**src/design/scc_pkg.sv**
```systemverilog
// Package of constants and types for the standby clock controller
//------------------------------------------------------------------
// Behaviour
//------------------------------------------------------------------
// Behaviour
// - Stop request bit 7 enters stop mode, self clears, reads 0.
// - Sleep request bit 6 enters sleep mode, self clears, reads 0.
// - Pin float select 1 floats pins in watch/stop, else hold level.
// - Writing 0 to software reset bit gives four-cycle reset; reads 1.
// - Software reset from subclock holds reset through one stabilization wait.
// - Watch request accepted only with subclock selected; clears on interrupt.
// - Clock source monitor reads 1 on main clock, 0 on subclock.
// - Wait select codes 11,10,01,00 give 2^18,2^16,2^12,2^4 main periods.
// - Switch to main clock only after the selected stabilization wait.
// - Wait select reset value is a build option; software avoids rewriting.
// - Clock select 0 picks subclock, 1 picks main clock.
// - Divider codes 00,01,10,11 give cycles of 64,16,8,4 main periods.
// - Main oscillator stops while subclock mode is selected.
// - Sleep gates only the CPU clock; peripherals keep running.
// - Watch halts all but watch prescaler, external interrupt, wake-up.
// - Pending interrupt at request write blocks low-power entry.
// - Sleep and watch exit on reset or interrupt above level 11.
// - Stop exits on reset or external interrupt above level 11 only.
// - After wake-up CPU services interrupt or resumes next instruction.
// - Stop from main keeps subclock; stop from subclock stops both.
// - Reset ending stop or watch waits main stabilization first; after stop from subclock the wait never starts and reset stays high.
// - Without power-on reset option that stabilization wait is skipped.
// - Subclock stabilization is fixed at 2^15 subclock periods.
package scc_pkg;
    localparam logic [7:0] SCC_SYSTEM_CLOCK_CTRL_ADDR = 8'h07;
    localparam logic [7:0] SCC_STANDBY_CTRL_ADDR = 8'h08;
    localparam int SCC_STP_BIT = 7;
    localparam int SCC_SLP_BIT = 6;
    localparam int SCC_SPL_BIT = 5;
    localparam int SCC_RST_BIT = 4;
    localparam int SCC_TMD_BIT = 3;
    localparam int SCC_SCS_BIT = 2;
    localparam int SCC_CS_LO = 0;
    localparam int SCC_WT_LO = 3;
    localparam logic [2:0] SCC_SWRST_CYC = 3'h4;
    localparam logic [1:0] SCC_IL_NONE = 2'h3;
    localparam int SCC_WT_W = 19;
    localparam logic [18:0] SCC_WT_11 = 19'h40000;
    localparam logic [18:0] SCC_WT_10 = 19'h10000;
    localparam logic [18:0] SCC_WT_01 = 19'h01000;
    localparam logic [18:0] SCC_WT_00 = 19'h00010;
    localparam logic [15:0] SCC_SUB_WAIT = 16'h8000;
    localparam logic [6:0] SCC_DIV_00 = 7'h40;
    localparam logic [6:0] SCC_DIV_01 = 7'h10;
    localparam logic [6:0] SCC_DIV_10 = 7'h08;
    localparam logic [6:0] SCC_DIV_11 = 7'h04;

    typedef enum logic [2:0] {
        SCC_RUN = 3'b000,
        SCC_SLEEP = 3'b001,
        SCC_WATCH = 3'b010,
        SCC_STOP = 3'b011,
        SCC_OSCW = 3'b100
    } scc_state_t;

    typedef struct packed {
        logic cpu_clk_en;
        logic periph_clk_en;
        logic watch_clk_en;
        logic main_osc_en;
        logic sub_osc_en;
        logic pins_float;
        logic pins_hold;
    } scc_ctl_t;
endpackage : scc_pkg

```
**src/design/scc_top.sv**
```systemverilog
// Standby and system clock controller logic
//
// Strobed register access was decided locally.
module scc_top
    import scc_pkg::*;
#(
    parameter logic [1:0] WT_RESET = 2'h3,
    parameter bit POR_OPTION = 1'b1,
    parameter logic [18:0] WT_SCALE_11 = SCC_WT_11,
    parameter logic [15:0] SUB_WAIT = SCC_SUB_WAIT
) (
    input wire logic mclk_i,
    input wire logic rstn_i,
    input wire logic sclk_tick_i,
    input wire logic [7:0] addr_i,
    input wire logic [7:0] wdata_i,
    input wire logic wr_i,
    input wire logic rd_i,
    output logic [7:0] rdata_o,
    input wire logic irq_pend_i,
    input wire logic [1:0] irq_level_i,
    input wire logic ext_irq_i,
    input wire logic [1:0] ext_irq_level_i,
    input wire logic ext_reset_i,
    output logic cpu_reset_o,
    output logic cycle_tick_o,
    output logic main_sel_o,
    output logic resume_o,
    output scc_ctl_t ctl_o
);
    //--------------------------------------------------------------
    // Input synchronisers
    //--------------------------------------------------------------
    logic [2:0] sync1_q;
    logic [2:0] sync2_q;
    always_ff @(posedge mclk_i or negedge rstn_i) begin
        if (!rstn_i) begin
            sync1_q <= 3'h0;
            sync2_q <= 3'h0;
        end else begin
            sync1_q <= {ext_reset_i, ext_irq_i, sclk_tick_i};
            sync2_q <= sync1_q;
        end
    end
    logic sub_tick;
    logic ext_irq_s;
    logic ext_rst_s;
    assign sub_tick = sync2_q[0];
    assign ext_irq_s = sync2_q[1];
    assign ext_rst_s = sync2_q[2];

    //--------------------------------------------------------------
    // Registers
    //--------------------------------------------------------------
    scc_state_t state_q;
    logic spl_q;
    logic scs_q;
    logic [1:0] wt_q;
    logic [1:0] cs_q;
    logic main_q;
    logic wt_init_q;
    logic wr_system_clock_ctrl;
    logic wr_standby_ctrl;
    assign wr_system_clock_ctrl = wr_i && addr_i == SCC_SYSTEM_CLOCK_CTRL_ADDR;
    assign wr_standby_ctrl = wr_i && addr_i == SCC_STANDBY_CTRL_ADDR;

    // Build-time reset value, loaded after release
    always_ff @(posedge mclk_i or negedge rstn_i) begin
        if (!rstn_i) begin
            wt_init_q <= 1'b0;
            wt_q <= 2'h0;
        end else if (!wt_init_q) begin
            wt_init_q <= 1'b1;
            wt_q <= WT_RESET;
        end else if (wr_system_clock_ctrl) begin
            wt_q <= wdata_i[SCC_WT_LO+1:SCC_WT_LO];
        end
    end

    always_ff @(posedge mclk_i or negedge rstn_i) begin
        if (!rstn_i) begin
            scs_q <= 1'b1;
            cs_q <= 2'h0;
        end else if (cpu_reset_o) begin
            scs_q <= 1'b1;
            cs_q <= 2'h0;
        end else if (wr_system_clock_ctrl) begin
            scs_q <= wdata_i[SCC_SCS_BIT];
            cs_q <= wdata_i[SCC_CS_LO+1:SCC_CS_LO];
        end
    end

    always_ff @(posedge mclk_i or negedge rstn_i) begin
        if (!rstn_i) begin
            spl_q <= 1'b0;
        end else if (cpu_reset_o) begin
            spl_q <= 1'b0;
        end else if (wr_standby_ctrl) begin
            spl_q <= wdata_i[SCC_SPL_BIT];
        end
    end

    // Request bits read 0, reset bit reads 1
    always_ff @(posedge mclk_i or negedge rstn_i) begin
        if (!rstn_i) begin
            rdata_o <= 8'h00;
        end else if (rd_i && addr_i == SCC_SYSTEM_CLOCK_CTRL_ADDR) begin
            rdata_o <= {main_q, 2'h0, wt_q, scs_q, cs_q};
        end else if (rd_i && addr_i == SCC_STANDBY_CTRL_ADDR) begin
            rdata_o <= {2'h0, spl_q, 1'b1, 4'h0};
        end else begin
            rdata_o <= 8'h00;
        end
    end

    //--------------------------------------------------------------
    // Stabilization wait counter
    //--------------------------------------------------------------
    // Wait length by select code
    logic [18:0] wait_len;
    always_comb begin
        unique case (wt_q)
            2'h3: wait_len = WT_SCALE_11;
            2'h2: wait_len = SCC_WT_10;
            2'h1: wait_len = SCC_WT_01;
            2'h0: wait_len = SCC_WT_00;
        endcase
    end

    logic [18:0] wcnt_q;
    logic wait_run_q;
    logic wait_start;
    logic wait_done;
    assign wait_done = wait_run_q && wcnt_q == 19'h00001;
    always_ff @(posedge mclk_i or negedge rstn_i) begin
        if (!rstn_i) begin
            wcnt_q <= 19'h00000;
            wait_run_q <= 1'b0;
        end else if (wait_start) begin
            wcnt_q <= wait_len;
            wait_run_q <= 1'b1;
        end else if (wait_run_q) begin
            wcnt_q <= wcnt_q - 19'h00001;
            wait_run_q <= !wait_done;
        end
    end

    // Fixed subclock restart wait, counted in subclock ticks
    logic [15:0] scnt_q;
    logic sub_ready;
    logic sub_osc_on;
    logic sub_tick_q;
    assign sub_ready = scnt_q == 16'h0000;
    always_ff @(posedge mclk_i or negedge rstn_i) begin
        if (!rstn_i) begin
            scnt_q <= 16'h0000;
            sub_tick_q <= 1'b0;
        end else begin
            sub_tick_q <= sub_tick;
            if (!sub_osc_on) begin
                scnt_q <= SUB_WAIT;
            end else if (!sub_ready && sub_tick && !sub_tick_q) begin
                scnt_q <= scnt_q - 16'h0001;
            end
        end
    end

    //--------------------------------------------------------------
    // Mode state machine
    //--------------------------------------------------------------
    logic stp_wr;
    logic slp_wr;
    logic tmd_wr;
    logic sw_rst;
    logic any_wake;
    logic ext_wake;
    logic stop_from_sub_q;
    logic osc_for_reset_q;
    logic [2:0] rcnt_q;
    assign stp_wr = wr_standby_ctrl && wdata_i[SCC_STP_BIT];
    assign slp_wr = wr_standby_ctrl && wdata_i[SCC_SLP_BIT];
    assign tmd_wr = wr_standby_ctrl && wdata_i[SCC_TMD_BIT] && !scs_q;
    assign sw_rst = wr_standby_ctrl && !wdata_i[SCC_RST_BIT];
    // Any resource interrupt above lowest level
    assign any_wake = irq_pend_i && irq_level_i != SCC_IL_NONE;
    assign ext_wake = ext_irq_s && ext_irq_level_i != SCC_IL_NONE;

    // Main clock switch: start wait when main selected but not running
    assign wait_start = !wait_run_q && (
        (state_q == SCC_RUN && scs_q && !main_q) ||
        (state_q == SCC_STOP && (ext_wake || ext_rst_s) && !stop_from_sub_q
            && POR_OPTION) ||
        (state_q == SCC_WATCH && ext_rst_s && POR_OPTION) ||
        (state_q == SCC_RUN && sw_rst && !main_q));

    always_ff @(posedge mclk_i or negedge rstn_i) begin
        if (!rstn_i) begin
            state_q <= SCC_RUN;
            stop_from_sub_q <= 1'b0;
            osc_for_reset_q <= 1'b0;
        end else begin
            unique case (state_q)
                SCC_RUN: begin
                    if (sw_rst && !main_q) begin
                        state_q <= SCC_OSCW;
                        osc_for_reset_q <= 1'b1;
                    end else if (!irq_pend_i && stp_wr) begin
                        state_q <= SCC_STOP;
                        stop_from_sub_q <= !main_q;
                    end else if (!irq_pend_i && slp_wr) begin
                        state_q <= SCC_SLEEP;
                    end else if (!irq_pend_i && tmd_wr) begin
                        state_q <= SCC_WATCH;
                    end
                end
                SCC_SLEEP: begin
                    if (any_wake || ext_rst_s) begin
                        state_q <= SCC_RUN;
                    end
                end
                SCC_WATCH: begin
                    if (ext_rst_s && POR_OPTION) begin
                        state_q <= SCC_OSCW;
                        osc_for_reset_q <= 1'b1;
                    end else if (any_wake || ext_rst_s) begin
                        state_q <= SCC_RUN;
                    end
                end
                SCC_STOP: begin
                    if (ext_rst_s && POR_OPTION) begin
                        state_q <= SCC_OSCW;
                        osc_for_reset_q <= 1'b1;
                    end else if (ext_wake && !stop_from_sub_q) begin
                        state_q <= SCC_OSCW;
                        osc_for_reset_q <= 1'b0;
                    end else if (ext_wake || ext_rst_s) begin
                        state_q <= SCC_RUN;
                    end
                end
                SCC_OSCW: begin
                    if (wait_done) begin
                        state_q <= SCC_RUN;
                        osc_for_reset_q <= 1'b0;
                    end
                end
                default: state_q <= SCC_RUN;
            endcase
        end
    end

    // Main selected only after wait elapses
    always_ff @(posedge mclk_i or negedge rstn_i) begin
        if (!rstn_i) begin
            main_q <= 1'b1;
        end else if (!scs_q && state_q == SCC_RUN && !sw_rst) begin
            main_q <= 1'b0;
        end else if (wait_done && (scs_q || osc_for_reset_q)) begin
            main_q <= 1'b1;
        end
    end

    always_ff @(posedge mclk_i or negedge rstn_i) begin
        if (!rstn_i) begin
            rcnt_q <= 3'h0;
        end else if (sw_rst && state_q == SCC_RUN && main_q) begin
            rcnt_q <= SCC_SWRST_CYC;
        end else if (rcnt_q != 3'h0) begin
            rcnt_q <= rcnt_q - 3'h1;
        end
    end

    //--------------------------------------------------------------
    // Instruction cycle divider
    //--------------------------------------------------------------
    // Divider period by code
    logic [6:0] div_len;
    logic [6:0] dcnt_q;
    always_comb begin
        unique case (cs_q)
            2'h0: div_len = SCC_DIV_00;
            2'h1: div_len = SCC_DIV_01;
            2'h2: div_len = SCC_DIV_10;
            2'h3: div_len = SCC_DIV_11;
        endcase
    end
    always_ff @(posedge mclk_i or negedge rstn_i) begin
        if (!rstn_i) begin
            dcnt_q <= 7'h00;
            cycle_tick_o <= 1'b0;
        end else if (main_q) begin
            cycle_tick_o <= dcnt_q == 7'h00;
            dcnt_q <= dcnt_q == 7'h00 ? div_len - 7'h01 : dcnt_q - 7'h01;
        end else begin
            dcnt_q <= 7'h00;
            cycle_tick_o <= sub_tick && !sub_tick_q;
        end
    end

    //--------------------------------------------------------------
    // Outputs
    //--------------------------------------------------------------
    logic low_pin;
    assign low_pin = state_q == SCC_WATCH || state_q == SCC_STOP;
    // Subclock stops only in stop entered from subclock
    assign sub_osc_on = !(state_q == SCC_STOP && stop_from_sub_q);
    assign cpu_reset_o = rcnt_q != 3'h0 ||
        (state_q == SCC_OSCW && osc_for_reset_q);
    // Resume pulse back to CPU after interrupt wake, except from stop entered from main
    assign resume_o = state_q != SCC_RUN && state_q != SCC_OSCW &&
        !ext_rst_s && (state_q == SCC_STOP ? ext_wake && stop_from_sub_q
        : any_wake);
    assign main_sel_o = main_q;
    always_comb begin
        ctl_o.cpu_clk_en = state_q == SCC_RUN && sub_ready;
        ctl_o.periph_clk_en = state_q == SCC_RUN || state_q == SCC_SLEEP;
        // Watch keeps prescaler and wake logic
        ctl_o.watch_clk_en = sub_osc_on;
        ctl_o.main_osc_en = state_q == SCC_OSCW || (scs_q &&
            state_q != SCC_STOP && state_q != SCC_WATCH);
        ctl_o.sub_osc_en = sub_osc_on;
        ctl_o.pins_float = low_pin && spl_q;
        ctl_o.pins_hold = low_pin && !spl_q;
    end
endmodule : scc_top

```
**config.mk**
```make
export PLATFORM = sky130hd
export DESIGN_NAME = scc_top
export DESIGN_NICKNAME = d
export VERILOG_FILES = /design/src/design/scc_pkg.sv /design/src/design/scc_top.sv
export SDC_FILE = /design/constraint.sdc
export NUM_CORES = 1
export LEC_CHECK = 0
export ABC_AREA = 1
export BUFFER_PORTS_ARGS = -buffer_cell sky130_fd_sc_hd__buf_2
export CAP_MARGIN = 5
export CORE_MARGIN = 2
export CORE_UTILIZATION = 57
export CTS_BUF_LIST = sky130_fd_sc_hd__clkbuf_4 sky130_fd_sc_hd__clkbuf_8 sky130_fd_sc_hd__clkbuf_16
export DETAILED_ROUTE_END_ITERATION = 10
export HOLD_SLACK_MARGIN = 0.02
export PLACE_DENSITY_LB_ADDON = 0.2
export SLEW_MARGIN = 20
export SYNTH_ARGS = -nofsm -noshare
export SYNTH_HDL_FRONTEND = slang
export SYNTH_SLANG_ARGS = --single-unit
```
**constraint.sdc**
```tcl
create_clock -name mclk_i -period 3.92 [get_ports mclk_i]
set_clock_uncertainty 0.05 [all_clocks]
set_input_delay 0.588 -clock mclk_i [delete_from_list [all_inputs] [get_ports mclk_i]]
set_output_delay 0.588 -clock mclk_i [all_outputs]
set_load 0.02 [all_outputs]
```
==> impl_metrics.toml <==
[run_status]
outcome = "finished, final reports clean"

[logic_synthesis]
syn_area_um2 = 4259
ys_types = 40
synth_edf_count = 0
post-synth-top-area-cell = "dfrtp_1"
yosys_warnings = 0
synthCells = 539
yosysMostFrequentCell = "nand2_1"
seq_area_frac_synth_pct = 43.54
yosys.area.top_type_share_pct = 42.30
synth_ff_type = "dfrtp_1"
avgSynthCellArea_um2 = 7.902
syn-num-nets = 575
netlist_top_cells_count = "99 x nand2_1, 84 x nor2_1, 78 x inv_1"
netlist_top_cells_area = "dfrtp_1 42%, nand2_1 8.7%, nor2_1 7.4%"
ys_ff_latch = 74
synthArstFlopShare_pct = 100.0

[floorplanning]
die_area_um2 = 8179
rows = 31
fp.dieW_um = 90.44
initial_utilization_pct = 58.72
pin_count = 47
coreArea_um2 = 7253
die_h_um = 90.44

[cells_and_area]
final_nets = 624
finalNonFillerCells = 692
area_growth_pct = 10.96
fin_area_um2 = 4726
antenna_cells = 0
drive_above_1_share_pct = 21.42

[global_route]
grt_pass1_wl_um = 15580
grt_usage_pct = 23.22
grt_max_degree = 75
antenna_found_initial = 0
grt_pass1_vias = 3515
grt_overflow = 0

[cts]
cts_buffer_depth = 2
ctsHoldBuffers = 0
cts_setup_buffers = 0
cts_resized = 0
numCtsBuffers = 9
cts.sinks = 74
clk_latency_ns = 0.36
cts-htree-levels = 3
cts_tree = "done"
clk_pin_slew_worst_paths_ns = 0.09
clk_root_buffer_cell = "clkbuf_8"

[sta]
slew_headroom_pct = 38.67
setup_violations = 0
fin_tns_setup_ns = 0
fin_crit_ns = 2.612
rsz0062_at_grt = "false"
hold_violations = 0
timing.final.crit_share_pct = 66.64
tightestPinTransition_ns = 0.9200
fmax_ghz = 0.3828
maxSlewViolCount = 0

[route]
wl_per_cell_um = 12.66
drt_iter0_drc = 207
first_pass_iters = 4
via_count = 3552
totalWireLength_um = 8759
drc = 0
final_antenna_net_count = 0
via_per_inst = 5.133

[hold_path]
hold_class = "in2reg"

[worst_setup_path]
worstPathCellList = "inv_2 -> nand2_4 -> nor2_4 -> inv_2 -> nor2_4 -> inv_2 -> nor2_1 -> a21oi_1 -> nor3_1 -> buf_2"
endpoint_kind = "output port"
worstPathArrival_ns = 1.97
worstPathRequired_ns = 3.28
critPathSlowestCell = "dfrtp_1"
crit_fanout = 17
max_stage_delay_ns = 0.44
path_class = "reg2out"
cp_common_cell = "inv_2"
cp-start-kind = "flop"

[placed_design]
postPlaceCellArea_um2 = 4549
dp_hpwl_um = 6594
placed_cells_incl_taps = 676
io_buffer_count = 45
finalWeightedCongestion = 0.9504

[power_and_ir_drop]
leakagePower_nw = 2.605
ir_drop_uv = 196.5
cellPowerDensity_nw_per_um2 = 289.8

[flow_run]
max-cap-violations = 0
registers in the layout (all words and copies together) (netlist names):
register	count
sub_tick_q	1
wait_run_q	1
wt_init_q	1
main_sel_o	1
sync1_q	3
sync2_q	3
stop_from_sub_q	1
spl_q	1
state_q	3
wt_q	2
osc_for_reset_q	1
rcnt_q	3
scnt_q	16
dcnt_q	7
scs_q	1
rdata_o	7
cs_q	2
wcnt_q	19
cycle_tick_o	1
where the power goes:
part,internal [mW],total [mW],switching (mW)
combinational,0.0179,0.0552,0.0372
clock,0.234,0.539,0.306
sequential,0.771,0.775,0.00444
cell type report:
type                            instances  area (um2)
Clock buffer                            9       123.9
Clock inverter                          7       52.55
Fill cell                             624        2527
Inverter                               86       322.8
Multi-Input combinational cell        372        2021
Sequential cell                        74        1854
Tap cell                               99       123.9
Timing Repair Buffer                   45       227.7
per-stage QoR:
stage	util [%]	setup WS, ns	power (mW)	hold WS (ns)
after CTS	65.15	1.272	1.384	0.2713
after global routing	65.15	1.115	1.426	0.2626
after detailed placement	62.72	1.668	0.8468	0.2879
final	65.15	1.308	1.370	0.2806
after floorplan	-	1.629	0.8114	0.2424
after global placement	62.72	1.692	0.8447	0.2823
cell usage in the layout (no fill, tap or decap), types with 3 or more instances in the layout:
cell type  synthesis  final
a21oi_1           13     13
buf_2              1     44
clkbuf_8           0      9
dfrtp_1           72     72
ha_1               8      8
inv_1             78     78
inv_2              8      8
nand2_1           99     99
nand2_2            6      6
nand2_4            4      4
nand3_1           31     31
nand3_2           11     11
nand4_1           10     10
nor2_1            84     84
nor2_2             3      3
nor2_4             7      7
nor3_1             8      8
o21ai_0           32     32
o21ai_2           19     19
or2_1              3      3
xnor2_1            3      3
xor2_1            10     10
cell families (layout without fill, tap and decap cells):
family | count (synthesis) | in the layout | share of synthesized area (%)
fa+ha+maj | 8 | 8 | 2.350
compound gates | 73 | 73 | 10.81
xor+xnor | 13 | 13 | 2.673
simple gates | 276 | 276 | 31.43
buf+inv | 93 | 147 | 9.019
other cells | 2 | 2 | 0.1763
flops | 74 | 74 | 43.54
worst max-delay path, delay by kind of cell, from the launching register on:
kind                   cells  cell delay, ns
buffers and inverters      4            0.53
AND/OR/NAND/NOR            5            0.60
flip-flops                 1            0.44
AO/OA/AOI/OAI              1            0.05
layer usage:
metal  track usage (%)  up-vias  routed length [um]
met1             30.49     1650                4061
met4             9.103        0                 187
li1                  -     1807                   -
met5                 0        -                   0
met2             38.28       79                4156
met3             4.341       16                 353
path summary, 6_finish.rpt:
path                            cells past startpoint   startpoint          to  slack [ns]
worst max-delay path                               10   state_q[2]    resume_o        1.31
worst min-delay path                                1  sclk_tick_i  sync1_q[0]        0.28
worst max register to register                     10    dcnt_q[0]   dcnt_q[4]        2.03
worst min register to register                      0   sync1_q[2]  sync2_q[2]        0.30
max in group asynchronous                           1       rstn_i     wt_q[0]        2.90
min in group asynchronous                           1       rstn_i   scnt_q[6]        0.31
Power figures use the tool's default switching activity.
